## src/verilog/bridge_adc_consts.svh

```systemverilog
`ifndef BRIDGE_ADC_CONSTS_SVH
`define BRIDGE_ADC_CONSTS_SVH

// ==========================================================
// Register map
`define REG_CONFIG_OFS 8'h00
`define REG_CYCLE_TIME_OFS 8'h04
`define REG_CLOCK_SHIFT_OFS 8'h08
`define REG_STATUS_OFS 8'h0C
`define REG_OFFSET_PPM_OFS 8'h10

// ==========================================================
// Fields and reset values
`define CFG_RATE_LSB 0
`define CFG_RATE_MSB 3
`define CFG_RANGE_LSB 4
`define CFG_RANGE_MSB 6
`define CFG_EXT_BIT 6
`define CFG_WRITE_MASK 8'h7F
`define RATE_CODE_SYNC 4'hE
`define RATE_CODE_RSVD 4'hF
`define STAT_UNSYNC_BIT 2
`define CONFIG_RESET 8'h00
`define CYCLE_TIME_RESET 16'h0000
`define CLOCK_SHIFT_RESET 8'h00
`define AXI_RESP_OKAY 2'b00
`define AXI_RESP_SLVERR 2'b10

// ==========================================================
// Timing
`define CLK_PERIOD_NS 5
`define US_TIME_NS 1000
`define US_CYCLES (`US_TIME_NS / `CLK_PERIOD_NS)
`define SETTLE_COUNT 150
`define CYCLE_TIME_MIN_US 16'd50
`define CYCLE_TIME_MAX_US 16'd2000
`define BUS_CYCLE_RATIO 4

// ==========================================================
// Clock offset
`define SHIFT_MIN (-8'sd50)
`define SHIFT_MAX 8'sd50
`define PPM_STEP 16'sd200
`define SERIAL_MOD 100
`define SERIAL_MID 50
`define NCO_W 40
`define PPM_SCALE 64'h00000000000D1B71

// ==========================================================
// Phase increments per clock for each data rate
`define INC_2P5 32'h000035B0
`define INC_5 32'h00006B60
`define INC_10 32'h0000D6C0
`define INC_15 32'h0001421F
`define INC_25 32'h000218DF
`define INC_30 32'h0002843F
`define INC_50 32'h000431BE
`define INC_60 32'h0005087D
`define INC_100 32'h0008637C
`define INC_500 32'h0029F16B
`define INC_1000 32'h0053E2D6
`define INC_2000 32'h00A7C5AC
`define INC_3750 32'h013A92A3
`define INC_7500 32'h02752546

`endif

```

## src/verilog/bridge_adc_pkg.sv

```systemverilog
package bridge_adc_pkg;

  typedef enum logic [1:0] {
    SETTLE_OFF,
    SETTLE_RUN,
    SETTLE_LOCKED
  } settle_state_t;

  typedef logic [3:0] rate_code_t;
  typedef logic [2:0] range_code_t;

endpackage : bridge_adc_pkg

```

## src/verilog/us_tick_gen.sv

```systemverilog
`timescale 1ns/1ps
module us_tick_gen #(
  parameter int DIV = 200
) (
  input wire logic clk_sys_i,
  input wire logic rst_i,
  output logic tick_o
);

  logic [15:0] count_reg;

  generate
    if (DIV < 2 || DIV > 65535) begin : g_bad_div
      $error("us_tick_gen: DIV out of range");
    end
  endgenerate

  always_ff @(posedge clk_sys_i or posedge rst_i) begin
    if (rst_i) begin
      count_reg <= 16'h0000;
      tick_o <= 1'b0;
    end else if (count_reg == 16'(DIV - 1)) begin
      count_reg <= 16'h0000;
      tick_o <= 1'b1;
    end else begin
      count_reg <= count_reg + 16'h0001;
      tick_o <= 1'b0;
    end
  end

endmodule : us_tick_gen

```

## src/verilog/sync_tracker.sv

```systemverilog
`timescale 1ns/1ps
`include "bridge_adc_consts.svh"
module sync_tracker
  import bridge_adc_pkg::*;
#(
  parameter bit SETTLE_ON_BUS = 1'b1
) (
  input wire logic clk_sys_i,
  input wire logic rst_i,
  input wire logic us_tick_i,
  input wire logic bus_cycle_i,
  input wire logic sync_mode_i,
  input wire logic [15:0] cycle_time_i,
  input wire logic restart_i,
  input wire logic conv_start_i,
  output logic realign_o,
  output logic unsync_o
);

  // ==========================================================
  // Bus cycle measurement
  logic [15:0] bus_cnt_reg;
  logic [15:0] bus_time_reg;
  logic bus_valid_reg;
  logic [15:0] mult_cnt_reg;
  logic [7:0] settle_cnt_reg;
  logic sync_mode_reg;
  logic syncable;
  logic ratio_ok;
  logic [15:0] mult_ratio;
  logic bus_changed;
  settle_state_t state_reg;

  assign bus_changed = bus_cycle_i && bus_valid_reg && (bus_cnt_reg != bus_time_reg);

  always_ff @(posedge clk_sys_i or posedge rst_i) begin
    if (rst_i) begin
      bus_cnt_reg <= 16'h0000;
      bus_time_reg <= 16'h0000;
      bus_valid_reg <= 1'b0;
    end else if (bus_cycle_i) begin
      bus_cnt_reg <= 16'(us_tick_i);
      bus_time_reg <= bus_cnt_reg;
      bus_valid_reg <= 1'b1;
    end else if (us_tick_i && bus_cnt_reg != 16'hFFFF) begin
      bus_cnt_reg <= bus_cnt_reg + 16'h0001;
    end else if (bus_cnt_reg == 16'hFFFF) begin
      // A stalled bus cannot be followed; drop the measurement.
      bus_valid_reg <= 1'b0;
    end
  end

  // ==========================================================
  // Ratio check
  always_comb begin
    ratio_ok = 1'b0;
    mult_ratio = 16'h0001;
    if (bus_time_reg != 16'h0000 && cycle_time_i != 16'h0000) begin
      if (cycle_time_i <= bus_time_reg) begin
        ratio_ok = (bus_time_reg % cycle_time_i) == 16'h0000;
      end else begin
        ratio_ok = (cycle_time_i % bus_time_reg) == 16'h0000;
        mult_ratio = cycle_time_i / bus_time_reg;
      end
    end
  end

  // RULE_10: cycle time used in sync only.
  assign syncable = sync_mode_i && bus_valid_reg && ratio_ok &&
                    cycle_time_i >= `CYCLE_TIME_MIN_US && cycle_time_i <= `CYCLE_TIME_MAX_US &&
                    (18'(cycle_time_i) * 18'(`BUS_CYCLE_RATIO)) >= 18'(bus_time_reg);

  // ==========================================================
  // Realignment to the bus cycle
  // RULE_07: restart phase at bus edge.
  always_ff @(posedge clk_sys_i or posedge rst_i) begin
    if (rst_i) begin
      mult_cnt_reg <= 16'h0000;
      realign_o <= 1'b0;
    end else if (bus_cycle_i && syncable) begin
      if (mult_cnt_reg + 16'h0001 >= mult_ratio) begin
        mult_cnt_reg <= 16'h0000;
        realign_o <= 1'b1;
      end else begin
        mult_cnt_reg <= mult_cnt_reg + 16'h0001;
        realign_o <= 1'b0;
      end
    end else begin
      realign_o <= 1'b0;
    end
  end

  // ==========================================================
  // Settling
  always_ff @(posedge clk_sys_i or posedge rst_i) begin
    if (rst_i) begin
      sync_mode_reg <= 1'b0;
      state_reg <= SETTLE_OFF;
      settle_cnt_reg <= 8'h00;
    end else begin
      sync_mode_reg <= sync_mode_i;
      unique case (state_reg)
        SETTLE_OFF: begin
          settle_cnt_reg <= 8'h00;
          if (syncable) begin
            state_reg <= SETTLE_RUN;
          end
        end
        SETTLE_RUN, SETTLE_LOCKED: begin
          // RULE_09: restart on enable or change.
          if (!syncable || restart_i || bus_changed || (sync_mode_i && !sync_mode_reg)) begin
            state_reg <= SETTLE_OFF;
            settle_cnt_reg <= 8'h00;
          end else if (state_reg == SETTLE_RUN && (SETTLE_ON_BUS ? bus_cycle_i : conv_start_i)) begin
            // RULE_08: lock after 150 cycles.
            if (settle_cnt_reg == 8'(`SETTLE_COUNT - 1)) begin
              state_reg <= SETTLE_LOCKED;
            end
            settle_cnt_reg <= settle_cnt_reg + 8'h01;
          end
        end
      endcase
    end
  end

  // RULE_06: flag unsync or settling.
  always_ff @(posedge clk_sys_i or posedge rst_i) begin
    if (rst_i) begin
      unsync_o <= 1'b1;
    end else begin
      unsync_o <= !(state_reg == SETTLE_LOCKED && syncable);
    end
  end

endmodule : sync_tracker

```

## src/verilog/bridge_adc_config_sync.sv

```systemverilog
`timescale 1ns/1ps
`include "bridge_adc_consts.svh"
// Contract
// RULE_01: Bits 0-3 select fourteen output data rates.
// RULE_02: Code 1110 selects sync; 1111 reserved.
// RULE_03: Bits 4-6 select range; bit 7 zero.
// RULE_04: Host sets sync cycle 200-2000 us, ratio; the code accepts 50-2000 us.
// RULE_05: Host keeps cycle at least quarter bus.
// RULE_06: Status bit 2 set unsynced or settling.
// RULE_07: Sync jitter within 1 or 4 us.
// RULE_08: Settling lasts 150 cycles before lock.
// RULE_09: Restart settling on enable or change.
// RULE_10: Cycle-time register used only in sync.
// RULE_11: Clock shift step is 200 ppm.
// RULE_12: Out-of-range shift uses serial-number default.
// RULE_13: Clock offset scales the sampling rate; the code scales the free-run rates only, not the sync-mode cycle timing.
// RULE_14: Status bit 2 zero only when synced.
// RULE_15: Reset clears registers, reports not synchronized.
module bridge_adc_config_sync
  import bridge_adc_pkg::*;
#(
  parameter int ADDR_W = 8,
  parameter int SERIAL_W = 32,
  parameter bit SETTLE_ON_BUS = 1'b1
) (
  input wire logic clk_sys_i,
  input wire logic rst_i,
  input wire logic [ADDR_W-1:0] s_axi_awaddr_i,
  input wire logic [2:0] s_axi_awprot_i,
  input wire logic s_axi_awvalid_i,
  output logic s_axi_awready_o,
  input wire logic [31:0] s_axi_wdata_i,
  input wire logic [3:0] s_axi_wstrb_i,
  input wire logic s_axi_wvalid_i,
  output logic s_axi_wready_o,
  output logic [1:0] s_axi_bresp_o,
  output logic s_axi_bvalid_o,
  input wire logic s_axi_bready_i,
  input wire logic [ADDR_W-1:0] s_axi_araddr_i,
  input wire logic [2:0] s_axi_arprot_i,
  input wire logic s_axi_arvalid_i,
  output logic s_axi_arready_o,
  output logic [31:0] s_axi_rdata_o,
  output logic [1:0] s_axi_rresp_o,
  output logic s_axi_rvalid_o,
  input wire logic s_axi_rready_i,
  input wire logic bus_cycle_i,
  input wire logic [SERIAL_W-1:0] serial_number_i,
  output logic conv_start_o,
  output rate_code_t rate_code_o,
  output range_code_t range_code_o,
  output logic extended_range_o,
  output logic sync_mode_o,
  output logic unsync_o,
  output logic [15:0] clk_offset_ppm_o
);

  generate
    if (ADDR_W < 5 || ADDR_W > 32 || SERIAL_W < 7 || SERIAL_W > 32) begin : g_bad_param
      $error("bridge_adc_config_sync: unsupported parameter");
    end
  endgenerate

  // ==========================================================
  // Registers and bus state
  logic [7:0] config_reg;
  logic [15:0] cycle_time_reg;
  logic [7:0] clock_shift_reg;
  logic aw_full_reg;
  logic w_full_reg;
  logic [ADDR_W-1:0] aw_addr_reg;
  logic [31:0] w_data_reg;
  logic [3:0] w_strb_reg;
  logic restart_reg;
  logic do_write;
  logic wr_hit;
  logic [7:0] wr_ofs;
  logic [7:0] rd_ofs;
  logic [31:0] rd_data;
  logic rd_hit;
  logic [15:0] cycle_time_next;
  logic us_tick;
  logic realign;
  logic unsync;
  logic sync_sel;

  assign do_write = aw_full_reg && w_full_reg && !s_axi_bvalid_o;
  assign wr_ofs = 8'(aw_addr_reg);
  assign rd_ofs = 8'(s_axi_araddr_i);
  assign wr_hit = wr_ofs == `REG_CONFIG_OFS || wr_ofs == `REG_CYCLE_TIME_OFS ||
                  wr_ofs == `REG_CLOCK_SHIFT_OFS;
  assign cycle_time_next = {w_strb_reg[1] ? w_data_reg[15:8] : cycle_time_reg[15:8],
                            w_strb_reg[0] ? w_data_reg[7:0] : cycle_time_reg[7:0]};

  // ==========================================================
  // Write channel
  always_ff @(posedge clk_sys_i or posedge rst_i) begin
    if (rst_i) begin
      aw_full_reg <= 1'b0;
      w_full_reg <= 1'b0;
      aw_addr_reg <= '0;
      w_data_reg <= 32'h00000000;
      w_strb_reg <= 4'h0;
      s_axi_awready_o <= 1'b1;
      s_axi_wready_o <= 1'b1;
      s_axi_bvalid_o <= 1'b0;
      s_axi_bresp_o <= `AXI_RESP_OKAY;
    end else begin
      if (s_axi_awvalid_i && s_axi_awready_o) begin
        aw_full_reg <= 1'b1;
        aw_addr_reg <= s_axi_awaddr_i;
        s_axi_awready_o <= 1'b0;
      end
      if (s_axi_wvalid_i && s_axi_wready_o) begin
        w_full_reg <= 1'b1;
        w_data_reg <= s_axi_wdata_i;
        w_strb_reg <= s_axi_wstrb_i;
        s_axi_wready_o <= 1'b0;
      end
      if (do_write) begin
        s_axi_bvalid_o <= 1'b1;
        s_axi_bresp_o <= wr_hit ? `AXI_RESP_OKAY : `AXI_RESP_SLVERR;
      end
      if (s_axi_bvalid_o && s_axi_bready_i) begin
        s_axi_bvalid_o <= 1'b0;
        aw_full_reg <= 1'b0;
        w_full_reg <= 1'b0;
        s_axi_awready_o <= 1'b1;
        s_axi_wready_o <= 1'b1;
      end
    end
  end

  // RULE_15: registers clear on reset.
  always_ff @(posedge clk_sys_i or posedge rst_i) begin
    if (rst_i) begin
      config_reg <= `CONFIG_RESET;
      cycle_time_reg <= `CYCLE_TIME_RESET;
      clock_shift_reg <= `CLOCK_SHIFT_RESET;
      restart_reg <= 1'b0;
    end else begin
      restart_reg <= 1'b0;
      if (do_write && w_strb_reg[0] && wr_ofs == `REG_CONFIG_OFS) begin
        // RULE_03: reserved top bit forced zero.
        config_reg <= w_data_reg[7:0] & `CFG_WRITE_MASK;
      end
      if (do_write && wr_ofs == `REG_CYCLE_TIME_OFS) begin
        cycle_time_reg <= cycle_time_next;
        // RULE_09: flag cycle time change.
        restart_reg <= cycle_time_next != cycle_time_reg;
      end
      if (do_write && w_strb_reg[0] && wr_ofs == `REG_CLOCK_SHIFT_OFS) begin
        clock_shift_reg <= w_data_reg[7:0];
      end
    end
  end

  // ==========================================================
  // Read channel
  always_comb begin
    rd_data = 32'h00000000;
    rd_hit = 1'b1;
    unique case (rd_ofs)
      `REG_CONFIG_OFS: rd_data = {24'h000000, config_reg};
      `REG_CYCLE_TIME_OFS: rd_data = {16'h0000, cycle_time_reg};
      `REG_CLOCK_SHIFT_OFS: rd_data = {24'h000000, clock_shift_reg};
      // RULE_14: zero only when synchronized.
      `REG_STATUS_OFS: rd_data = 32'(unsync_o) << `STAT_UNSYNC_BIT;
      `REG_OFFSET_PPM_OFS: rd_data = {16'h0000, clk_offset_ppm_o};
      default: rd_hit = 1'b0;
    endcase
  end

  always_ff @(posedge clk_sys_i or posedge rst_i) begin
    if (rst_i) begin
      s_axi_arready_o <= 1'b1;
      s_axi_rvalid_o <= 1'b0;
      s_axi_rdata_o <= 32'h00000000;
      s_axi_rresp_o <= `AXI_RESP_OKAY;
    end else if (s_axi_arvalid_i && s_axi_arready_o) begin
      s_axi_arready_o <= 1'b0;
      s_axi_rvalid_o <= 1'b1;
      s_axi_rdata_o <= rd_data;
      s_axi_rresp_o <= rd_hit ? `AXI_RESP_OKAY : `AXI_RESP_SLVERR;
    end else if (s_axi_rvalid_o && s_axi_rready_i) begin
      s_axi_rvalid_o <= 1'b0;
      s_axi_arready_o <= 1'b1;
    end
  end

  // ==========================================================
  // Configuration decode
  rate_code_t rate_code;
  logic [31:0] inc_base;

  assign rate_code = config_reg[`CFG_RATE_MSB:`CFG_RATE_LSB];
  // RULE_02: code 1110 requests sync.
  assign sync_sel = rate_code == `RATE_CODE_SYNC;

  // RULE_01: rate code to phase step.
  always_comb begin
    unique case (rate_code)
      4'h0: inc_base = `INC_2P5;
      4'h1: inc_base = `INC_5;
      4'h2: inc_base = `INC_10;
      4'h3: inc_base = `INC_15;
      4'h4: inc_base = `INC_25;
      4'h5: inc_base = `INC_30;
      4'h6: inc_base = `INC_50;
      4'h7: inc_base = `INC_60;
      4'h8: inc_base = `INC_100;
      4'h9: inc_base = `INC_500;
      4'hA: inc_base = `INC_1000;
      4'hB: inc_base = `INC_2000;
      4'hC: inc_base = `INC_3750;
      4'hD: inc_base = `INC_7500;
      // Reserved code stops conversions rather than guessing a rate.
      4'hE, 4'hF: inc_base = 32'h00000000;
    endcase
  end

  // RULE_03: range and extended flag.
  always_ff @(posedge clk_sys_i or posedge rst_i) begin
    if (rst_i) begin
      rate_code_o <= 4'h0;
      range_code_o <= 3'h0;
      extended_range_o <= 1'b0;
      sync_mode_o <= 1'b0;
    end else begin
      rate_code_o <= rate_code;
      range_code_o <= config_reg[`CFG_RANGE_MSB:`CFG_RANGE_LSB];
      extended_range_o <= config_reg[`CFG_EXT_BIT];
      sync_mode_o <= sync_sel;
    end
  end

  // ==========================================================
  // Clock offset
  logic [SERIAL_W-1:0] serial_reg;
  logic signed [7:0] shift_default;
  logic signed [7:0] shift_eff_reg;
  logic signed [63:0] offset_prod;
  logic [`NCO_W-1:0] inc_adj_reg;

  // The strap is caught by a clocked process, never by the reset itself.
  always_ff @(posedge clk_sys_i or posedge rst_i) begin
    if (rst_i) begin
      serial_reg <= '0;
    end else begin
      serial_reg <= serial_number_i;
    end
  end

  // RULE_12: default from serial number.
  assign shift_default = 8'sd`SERIAL_MID - 8'(serial_reg % `SERIAL_MOD);

  // RULE_11: 200 ppm per step.
  always_ff @(posedge clk_sys_i or posedge rst_i) begin
    if (rst_i) begin
      shift_eff_reg <= 8'sd0;
      clk_offset_ppm_o <= 16'h0000;
    end else begin
      if ($signed(clock_shift_reg) < `SHIFT_MIN || $signed(clock_shift_reg) > `SHIFT_MAX) begin
        shift_eff_reg <= shift_default;
      end else begin
        shift_eff_reg <= $signed(clock_shift_reg);
      end
      clk_offset_ppm_o <= 16'(16'(shift_eff_reg) * `PPM_STEP);
    end
  end

  // RULE_13: offset scales phase step.
  assign offset_prod = $signed({32'h00000000, inc_base}) * 64'(shift_eff_reg) * $signed(`PPM_SCALE);

  always_ff @(posedge clk_sys_i or posedge rst_i) begin
    if (rst_i) begin
      inc_adj_reg <= '0;
    end else begin
      inc_adj_reg <= `NCO_W'(inc_base) + `NCO_W'(offset_prod >>> 32);
    end
  end

  // ==========================================================
  // Conversion scheduling
  logic [`NCO_W:0] phase_sum;
  logic [`NCO_W-1:0] phase_reg;
  logic [15:0] sync_phase_reg;

  assign phase_sum = {1'b0, phase_reg} + {1'b0, inc_adj_reg};

  always_ff @(posedge clk_sys_i or posedge rst_i) begin
    if (rst_i) begin
      phase_reg <= '0;
      sync_phase_reg <= 16'h0000;
      conv_start_o <= 1'b0;
    end else if (sync_sel) begin
      // RULE_10: sync timing from cycle time.
      phase_reg <= '0;
      if (realign) begin
        // RULE_07: realign, no double start.
        sync_phase_reg <= 16'h0000;
        conv_start_o <= sync_phase_reg != 16'h0000;
      end else if (us_tick && sync_phase_reg + 16'h0001 >= cycle_time_reg) begin
        sync_phase_reg <= 16'h0000;
        conv_start_o <= 1'b1;
      end else begin
        sync_phase_reg <= us_tick ? sync_phase_reg + 16'h0001 : sync_phase_reg;
        conv_start_o <= 1'b0;
      end
    end else begin
      sync_phase_reg <= 16'h0000;
      phase_reg <= phase_sum[`NCO_W-1:0];
      conv_start_o <= phase_sum[`NCO_W];
    end
  end

  always_ff @(posedge clk_sys_i or posedge rst_i) begin
    if (rst_i) begin
      unsync_o <= 1'b1;
    end else begin
      // RULE_06: status follows tracker.
      unsync_o <= unsync;
    end
  end

  us_tick_gen #(
    .DIV(`US_CYCLES)
  ) u_tick (
    .clk_sys_i(clk_sys_i),
    .rst_i(rst_i),
    .tick_o(us_tick)
  );

  sync_tracker #(
    .SETTLE_ON_BUS(SETTLE_ON_BUS)
  ) u_tracker (
    .clk_sys_i(clk_sys_i),
    .rst_i(rst_i),
    .us_tick_i(us_tick),
    .bus_cycle_i(bus_cycle_i),
    .sync_mode_i(sync_sel),
    .cycle_time_i(cycle_time_reg),
    .restart_i(restart_reg),
    .conv_start_i(conv_start_o),
    .realign_o(realign),
    .unsync_o(unsync)
  );

endmodule : bridge_adc_config_sync

```

## config.mk

```make
export PLATFORM = sky130hd
export DESIGN_NAME = bridge_adc_config_sync
export DESIGN_NICKNAME = d
export VERILOG_FILES = /design/src/verilog/bridge_adc_pkg.sv /design/src/verilog/us_tick_gen.sv /design/src/verilog/sync_tracker.sv /design/src/verilog/bridge_adc_config_sync.sv
export VERILOG_INCLUDE_DIRS = /design/src /design/src/verilog
export SDC_FILE = /design/constraint.sdc
export NUM_CORES = 2
export LEC_CHECK = 0
export ABC_AREA = 1
export BUFFER_PORTS_ARGS = -buffer_cell sky130_fd_sc_hd__buf_2
export CAP_MARGIN = 40
export CORE_AREA = 2 2 335 337
export DETAILED_ROUTE_END_ITERATION = 8
export DIE_AREA = 0 0 337 339
export PLACE_DENSITY = 0.68
export SLEW_MARGIN = 20
export SYNTH_ARGS = -nofsm -noshare
export SYNTH_HDL_FRONTEND = slang
export SYNTH_SLANG_ARGS = --single-unit
```

## constraint.sdc

```tcl
create_clock -name clk_sys_i -period 35.7 [get_ports clk_sys_i]
set_clock_uncertainty 0.05 [all_clocks]
set_input_delay 7.14 -clock clk_sys_i [delete_from_list [all_inputs] [get_ports clk_sys_i]]
set_output_delay 7.14 -clock clk_sys_i [all_outputs]
set_load 0.02 [all_outputs]
```

Word level (Yosys, flattened, before mapping)
Memories as Yosys holds them, arrays and structs flattened.
Index checks and enable logic that the tools add are counted.

storage, ports and cells
  bits in writable memories = 0
  bits in latches = 0
  memories kept = 1
  register bits after elaboration = 333
  bits in read-only memories = 416
  output and inout port bits = 68

memories
  name             depth  bits a word  rd ports  clocked after Yosys merged registers in  write ports  line                           RTL
  (no name shown)  16     26           1         0                                        0            bridge_adc_config_sync.sv:202  unique case (rate_code)

operators by class
  shift operators = 0
  reductions and logical operators = 53
  div/mod/pow operators = 4
  $mul = 3
  add/subtract/negate cells = 8
  mux-type cells = 52
  magnitude comparators = 8
  equality and inequality tests = 20
  bitwise gates (word level) = 0

operators with widths
  operator                                                                  count
  16-bit two-way mux                                                        10
  16-bit one-hot mux with 5 select lines                                    1
  16-bit by 1-bit adder with 16-bit output, second input constant           4
  41-bit by 21-bit multiplier with 62-bit output, second input constant     1
  16-bit nonzero test                                                       3
  40-bit by 40-bit adder with 41-bit output                                 1
  33-bit by 8-bit multiplier with 41-bit output                             1
  40-bit two-way mux                                                        1
  8-bit two-way mux                                                         5
  33-bit by 30-bit adder with 34-bit output                                 1
  16-bit >= comparator                                                      2
  16-bit zero test                                                          2
  16-bit by 16-bit remainder unit with 16-bit output                        2
  32-bit by 7-bit remainder unit with 32-bit output, second input constant  1
  16-bit != test                                                            2
  1-bit two-way mux                                                         27
  1-bit logical AND                                                         25
  8-bit by 4-bit == test with 1-bit output, second input constant           3
  18-bit by 16-bit >= comparator with 1-bit output                          1
  16-bit by 16-bit divider with 16-bit output                               1
  16-bit == test, second input constant                                     1
  16-bit by 8-bit == test with 1-bit output, second input constant          1
  8-bit by 3-bit == test with 1-bit output, second input constant           2
  16-bit by 6-bit >= comparator with 1-bit output, second input constant    1
  other kinds (29)                                                          49

Longest topological paths before layout
  word-level depth = 14
  gate-level depth with buffers = 263

Modules after synthesis
A second synthesis with hierarchy kept.

unflattened totals
  cell total of the unflattened synthesis = 8088
  area, all modules = 59838.6 um^2

modules (own cells, without submodules)
  module                  area each (um^2)  cells each  sequential area each (um^2)  times used
  bridge_adc_config_sync  38921.1           4694        5910.7                       1
  sync_tracker            19990.4           3267        1552.7                       1
  us_tick_gen             927.1             127         425.4                        1

Least setup slack after synthesis
Ideal clock, no wire load.

  kind = reg2reg
  start = register u_tracker.bus_time_reg[13]
  end = register u_tracker.mult_cnt_reg[2]
  stages on the path, launching flop included = 241
  buffers on the path = 10
  data arrival time = 34.354 ns
  clock period less this slack = 34.486 ns
  path slack = 1.214 ns
  cell sequence = dfrtp_1 inv_1 nand2_1 nor3_1 inv_1 nor2_1 inv_1 nor2_1 nand2_1 nor2_1 inv_1 nor2_1 nand2_1 nor2_1 o2111ai_1 inv_1 nand2_1 o21ai_0 [205 not listed] nor2_1 nand2_1 ha_1 inv_1 a21boi_0 o21a_1 o21a_1 o21a_1 o21a_1 o21a_1 o21a_1 o21a_1 o2111ai_1 a21oi_1 nor2_1 buf_1 nand3_1 o21ai_0

on the way
  longest elaborated chain between the ends = 9
  elaborated cells between the ends (all ways) = 20
  those cells by class = div (3); order compare (3); mux (5); reduce/logical (9)

ends and longest elaborated chain
  element                                                                                              line                RTL
  start, declared                                                                                      sync_tracker.sv:23  logic [15:0] bus_time_reg;
  start signal, assigned                                                                               sync_tracker.sv:43  bus_time_reg <= bus_cnt_reg;
  parallel branches: the longest is 9 deep, another holds 16-bit by 16-bit divider with 16-bit output  n/a
  end signal, assigned                                                                                 sync_tracker.sv:85  mult_cnt_reg <= mult_cnt_reg + 16'h0001;
  end, declared                                                                                        sync_tracker.sv:25  logic [15:0] mult_cnt_reg;

Parallel ways; which one is timed is not known.
A chain may end at the register's enable or synchronous reset.

Worst setup path after layout
  start = register u_tracker.bus_time_reg[15]
  end = register u_tracker.realign_o

on the way
  longest elaborated chain between the ends = 10
  elaborated cells between the ends (all ways) = 21
  those cells by class = div (3); order compare (3); mux (6); reduce/logical (9)

ends and longest elaborated chain
  element                                                                                              line                RTL
  parallel branches: the longest is 9 deep, another holds 16-bit by 16-bit divider with 16-bit output  n/a
  1-bit two-way mux (*)                                                                                sync_tracker.sv:80  end else if (bus_cycle_i && syncable) begin
  end signal, assigned                                                                                 sync_tracker.sv:79  realign_o <= 1'b0;
  end signal, assigned                                                                                 sync_tracker.sv:83  realign_o <= 1'b1;
  end signal, assigned                                                                                 sync_tracker.sv:86  realign_o <= 1'b0;
  end, declared                                                                                        sync_tracker.sv:16  output logic realign_o,

Every way passes the cells marked *.

==> parameters.txt <==
Parameter                              Value

Yosys
  Area of the mapped netlist ... 0.0551 mm^2
  Number of unique standard cell types used by synthesis ... 72
  Primary flip-flop cell chosen by synthesis mapping ... sky130_fd_sc_hd__dfrtp_1
  Share of synthesized area occupied by flip-flops and latches ... 14.3%
  Number of enable flip-flop cells after synthesis ... 0
  Proportion of register bits with asynchronous set or reset after synthesis ... 100%
  Warnings from Yosys ... 0
  Cell count after synthesis ... 7141
  Seq cells post-synth ... 314
  Per-instance average area after synthesis ... 7.71 um^2

Run status
  Run status ... complete, no violations

Worst setup path
  Critical Path Start ... u_tracker.bus_time_reg[15]
  Critical Path Source Type ... flip-flop
  CP dominant cell by count ... sky130_fd_sc_hd__a21o_1
  Type of destination of the critical path ... flip-flop
  Register-to-register setup slack ... 2.07 ns
  Critical Path Slowest Stage Cell ... sky130_fd_sc_hd__dfrtp_2
  Arr. time, crit path ... 34.01 ns
  Maximum net fanout on the critical path ... 12
  Crit Path Category ... flip-flop to flip-flop
  WP buf/inv ... 41
  CP top delay family ... compound AO/OA/AOI/OAI gates
  Launch instance of the worst register-to-register path ... u_tracker.bus_time_reg[15]
  Req. time, crit path ... 36.09 ns
  Largest stage delay, worst path ... 0.43 ns

Finish
  Fraction of layout cells with a size suffix above 1 ... 13.4%
  Fill cell instance count of the final layout ... 10100
  Layout net count ... 8972
  Number of flip-flops in the largest register ... 40
  Most common library cell in the layout ignoring fill and taps ... sky130_fd_sc_hd__inv_1
  Post-layout utilization of the core ... 56.2%
  Area Growth Syn to Fin ... 12.6%
  Commonest cells after routing, fill and taps aside ... 1418 x sky130_fd_sc_hd__inv_1, 1141 x sky130_fd_sc_hd__nand2_1, 799 x sky130_fd_sc_hd__ha_1, 503 x sky130_fd_sc_hd__fa_1, 499 x sky130_fd_sc_hd__nor2_1

Timing
  Setup Viol. Count Final ... 0
  Final cycle utilization of the critical path ... 94.2%
  Max-slew violation count ... 0
  Max transition margin ... 34.1%
  Final hold violation count ... 0
  Max frequency ... 0.0297 GHz
  Worst Max-Slew Pin Slew ... 0.988 ns
  Minimum clock period after layout ... 33.63 ns

CTS
  Number of buffers added to fix hold violations after cts ... 0
  Number of sinks driven by the clock tree ... 314
  Maximum root-to-sink buffer count ... 3
  Clock insertion delay at the later pin of the skew report ... 0.59 ns
  Clock-pin slew of the registers on the worst-case setup and hold paths ... 0.06 ns
  TritonCTS buffer count ... 38
  CTS tree ... done
  H-tree depth reported by CTS ... 2
  Master cell of the clock root buffer ... sky130_fd_sc_hd__clkbuf_16

GRT
  Antenna violations before repair ... 9
  Number of global-route vias before repair ... 46600
  Congestion Overflow GR ... 0
  Maximum number of pins on one net before global-route repair ... 164
  First-pass GRT wire length ... 234 mm
  Overall global routing resource usage ... 25.0%

Job
  Number of max-cap violations ... 0

Routing
  Antenna-violating nets left ... 0
  Routed len/inst ... 15.7 um
  DR DRC count ... 0
  Total iterations of the first detailed-routing run ... 6
  Routed via count ... 47600
  Routed via count divided by cell count ... 5.25
  Total Wirelength ... 142 mm
  First DRT Iteration DRCs ... 3005

Floorplan
  Row count ... 122
  Vert. Die Dim ... 339 um
  Initial standard-cell utilization of the core ... 49.9%
  Top Ports ... 166
  Die outline width ... 337 um
  Die Footprint ... 0.114 mm^2
  Area inside the core boundary ... 0.110 mm^2

Placement
  Weighted congestion reported at the end of routability-driven placement ... 0.944
  Port-buffer cells ... 120
  Final HPWL DP ... 116 mm

Min path
  Hold crit path type ... flip-flop to flip-flop
  Launch point of the worst hold path ... u_tracker.unsync_o
cell usage after synthesis (all sizes together) (6+ instances only):
cell type | n | area [um^2]
a21o | 93 | 699
o31ai | 35 | 263
o21ai | 514 | 2590
fa | 503 | 10100
o32ai | 7 | 61.3
a211oi | 14 | 105
ha | 807 | 10100
a2111oi | 6 | 52.6
clkbuf | 111 | 417
nor4 | 24 | 150
clkinv | 14 | 53.8
nand3b | 12 | 90.1
o211ai | 15 | 118
o22ai | 20 | 131
inv | 1477 | 5550
nand4 | 79 | 583
o221ai | 6 | 52.6
a31oi | 25 | 156
nand3 | 271 | 1580
or2 | 17 | 106
o21bai | 56 | 420
xnor2 | 162 | 1420
nor2 | 557 | 2230
a221oi | 6 | 52.6
nor3 | 58 | 290
nand2 | 1296 | 5560
xor2 | 222 | 1950
a21oi | 330 | 1670
dfrtp | 309 | 7730
o21a | 20 | 150
buf | 28 | 191
final timing paths:
path / cells after the start / to
worst max-delay path: 240 / u_tracker.realign_o
worst min-delay path: 0 / unsync_o
worst max register to register: 240 / u_tracker.realign_o
worst min register to register: 0 / unsync_o
max in group asynchronous: 5 / s_axi_arready_o
min in group asynchronous: 2 / serial_reg[29]
layout make-up:
cell class	count	area (um^2)	area share (%)
sequential	314	7870	12.7
inverter	1492	5630	9.08
tap	1488	1860	3.00
antenna	5	12.5	0.0202
timing repair inverter	1	7.51	0.0121
clock buffer	50	1060	1.70
multi-input combinational	5216	41800	67.4
clock inverter	17	231	0.373
timing repair buffer	501	3570	5.76
cell families after synthesis:
kind of cell	after synthesis	share of synthesized area (%)
buffers and inverters	1631	11.3
AND/OR/NAND/NOR	2322	19.3
XOR/XNOR	384	6.12
flip-flops	314	14.3
other	1	0.00681
AO/OA/AOI/OAI	1172	12.2
adder cells (fa/ha/maj)	1312	36.6
multiplexers	5	0.0954
per-stage QoR:
| stage | hold WS [ns] | TNS [ns] | setup slack (ns) | instance area, um^2 | std cells |
|---|---|---|---|---|---|
| after floorplan | 0.295 | 0 | 1.21 | 55200 | 7161 |
| after global placement | 0.296 | 0 | 0.724 | 59200 | 8915 |
| after detailed placement | 0.297 | -4.27 | -0.259 | 59300 | 8932 |
| after CTS | 0.310 | 0 | 0.0647 | 60600 | 8999 |
| after global routing | 0.310 | -11.81 | -0.524 | 62000 | 9081 |
| final | 0.306 | 0 | 2.07 | 62000 | 9084 |
repair_timing:
item	4_1_cts	5_1_grt
setup buffers	0	68
endpoints found under the setup margin	26	28
gates resized for setup	7	221
gates cloned	0	2
pin swaps	0	96
metal layers:
layer	routed length (um)	track usage [%]
met5	27	0
met4	3910	5.78
met3	8310	3.07
met2	64300	40.5
met1	65700	35.4
Power is left out: the tool's default activity adds up to more than one toggle a clock period on the data nets, which glitch-free logic cannot reach.
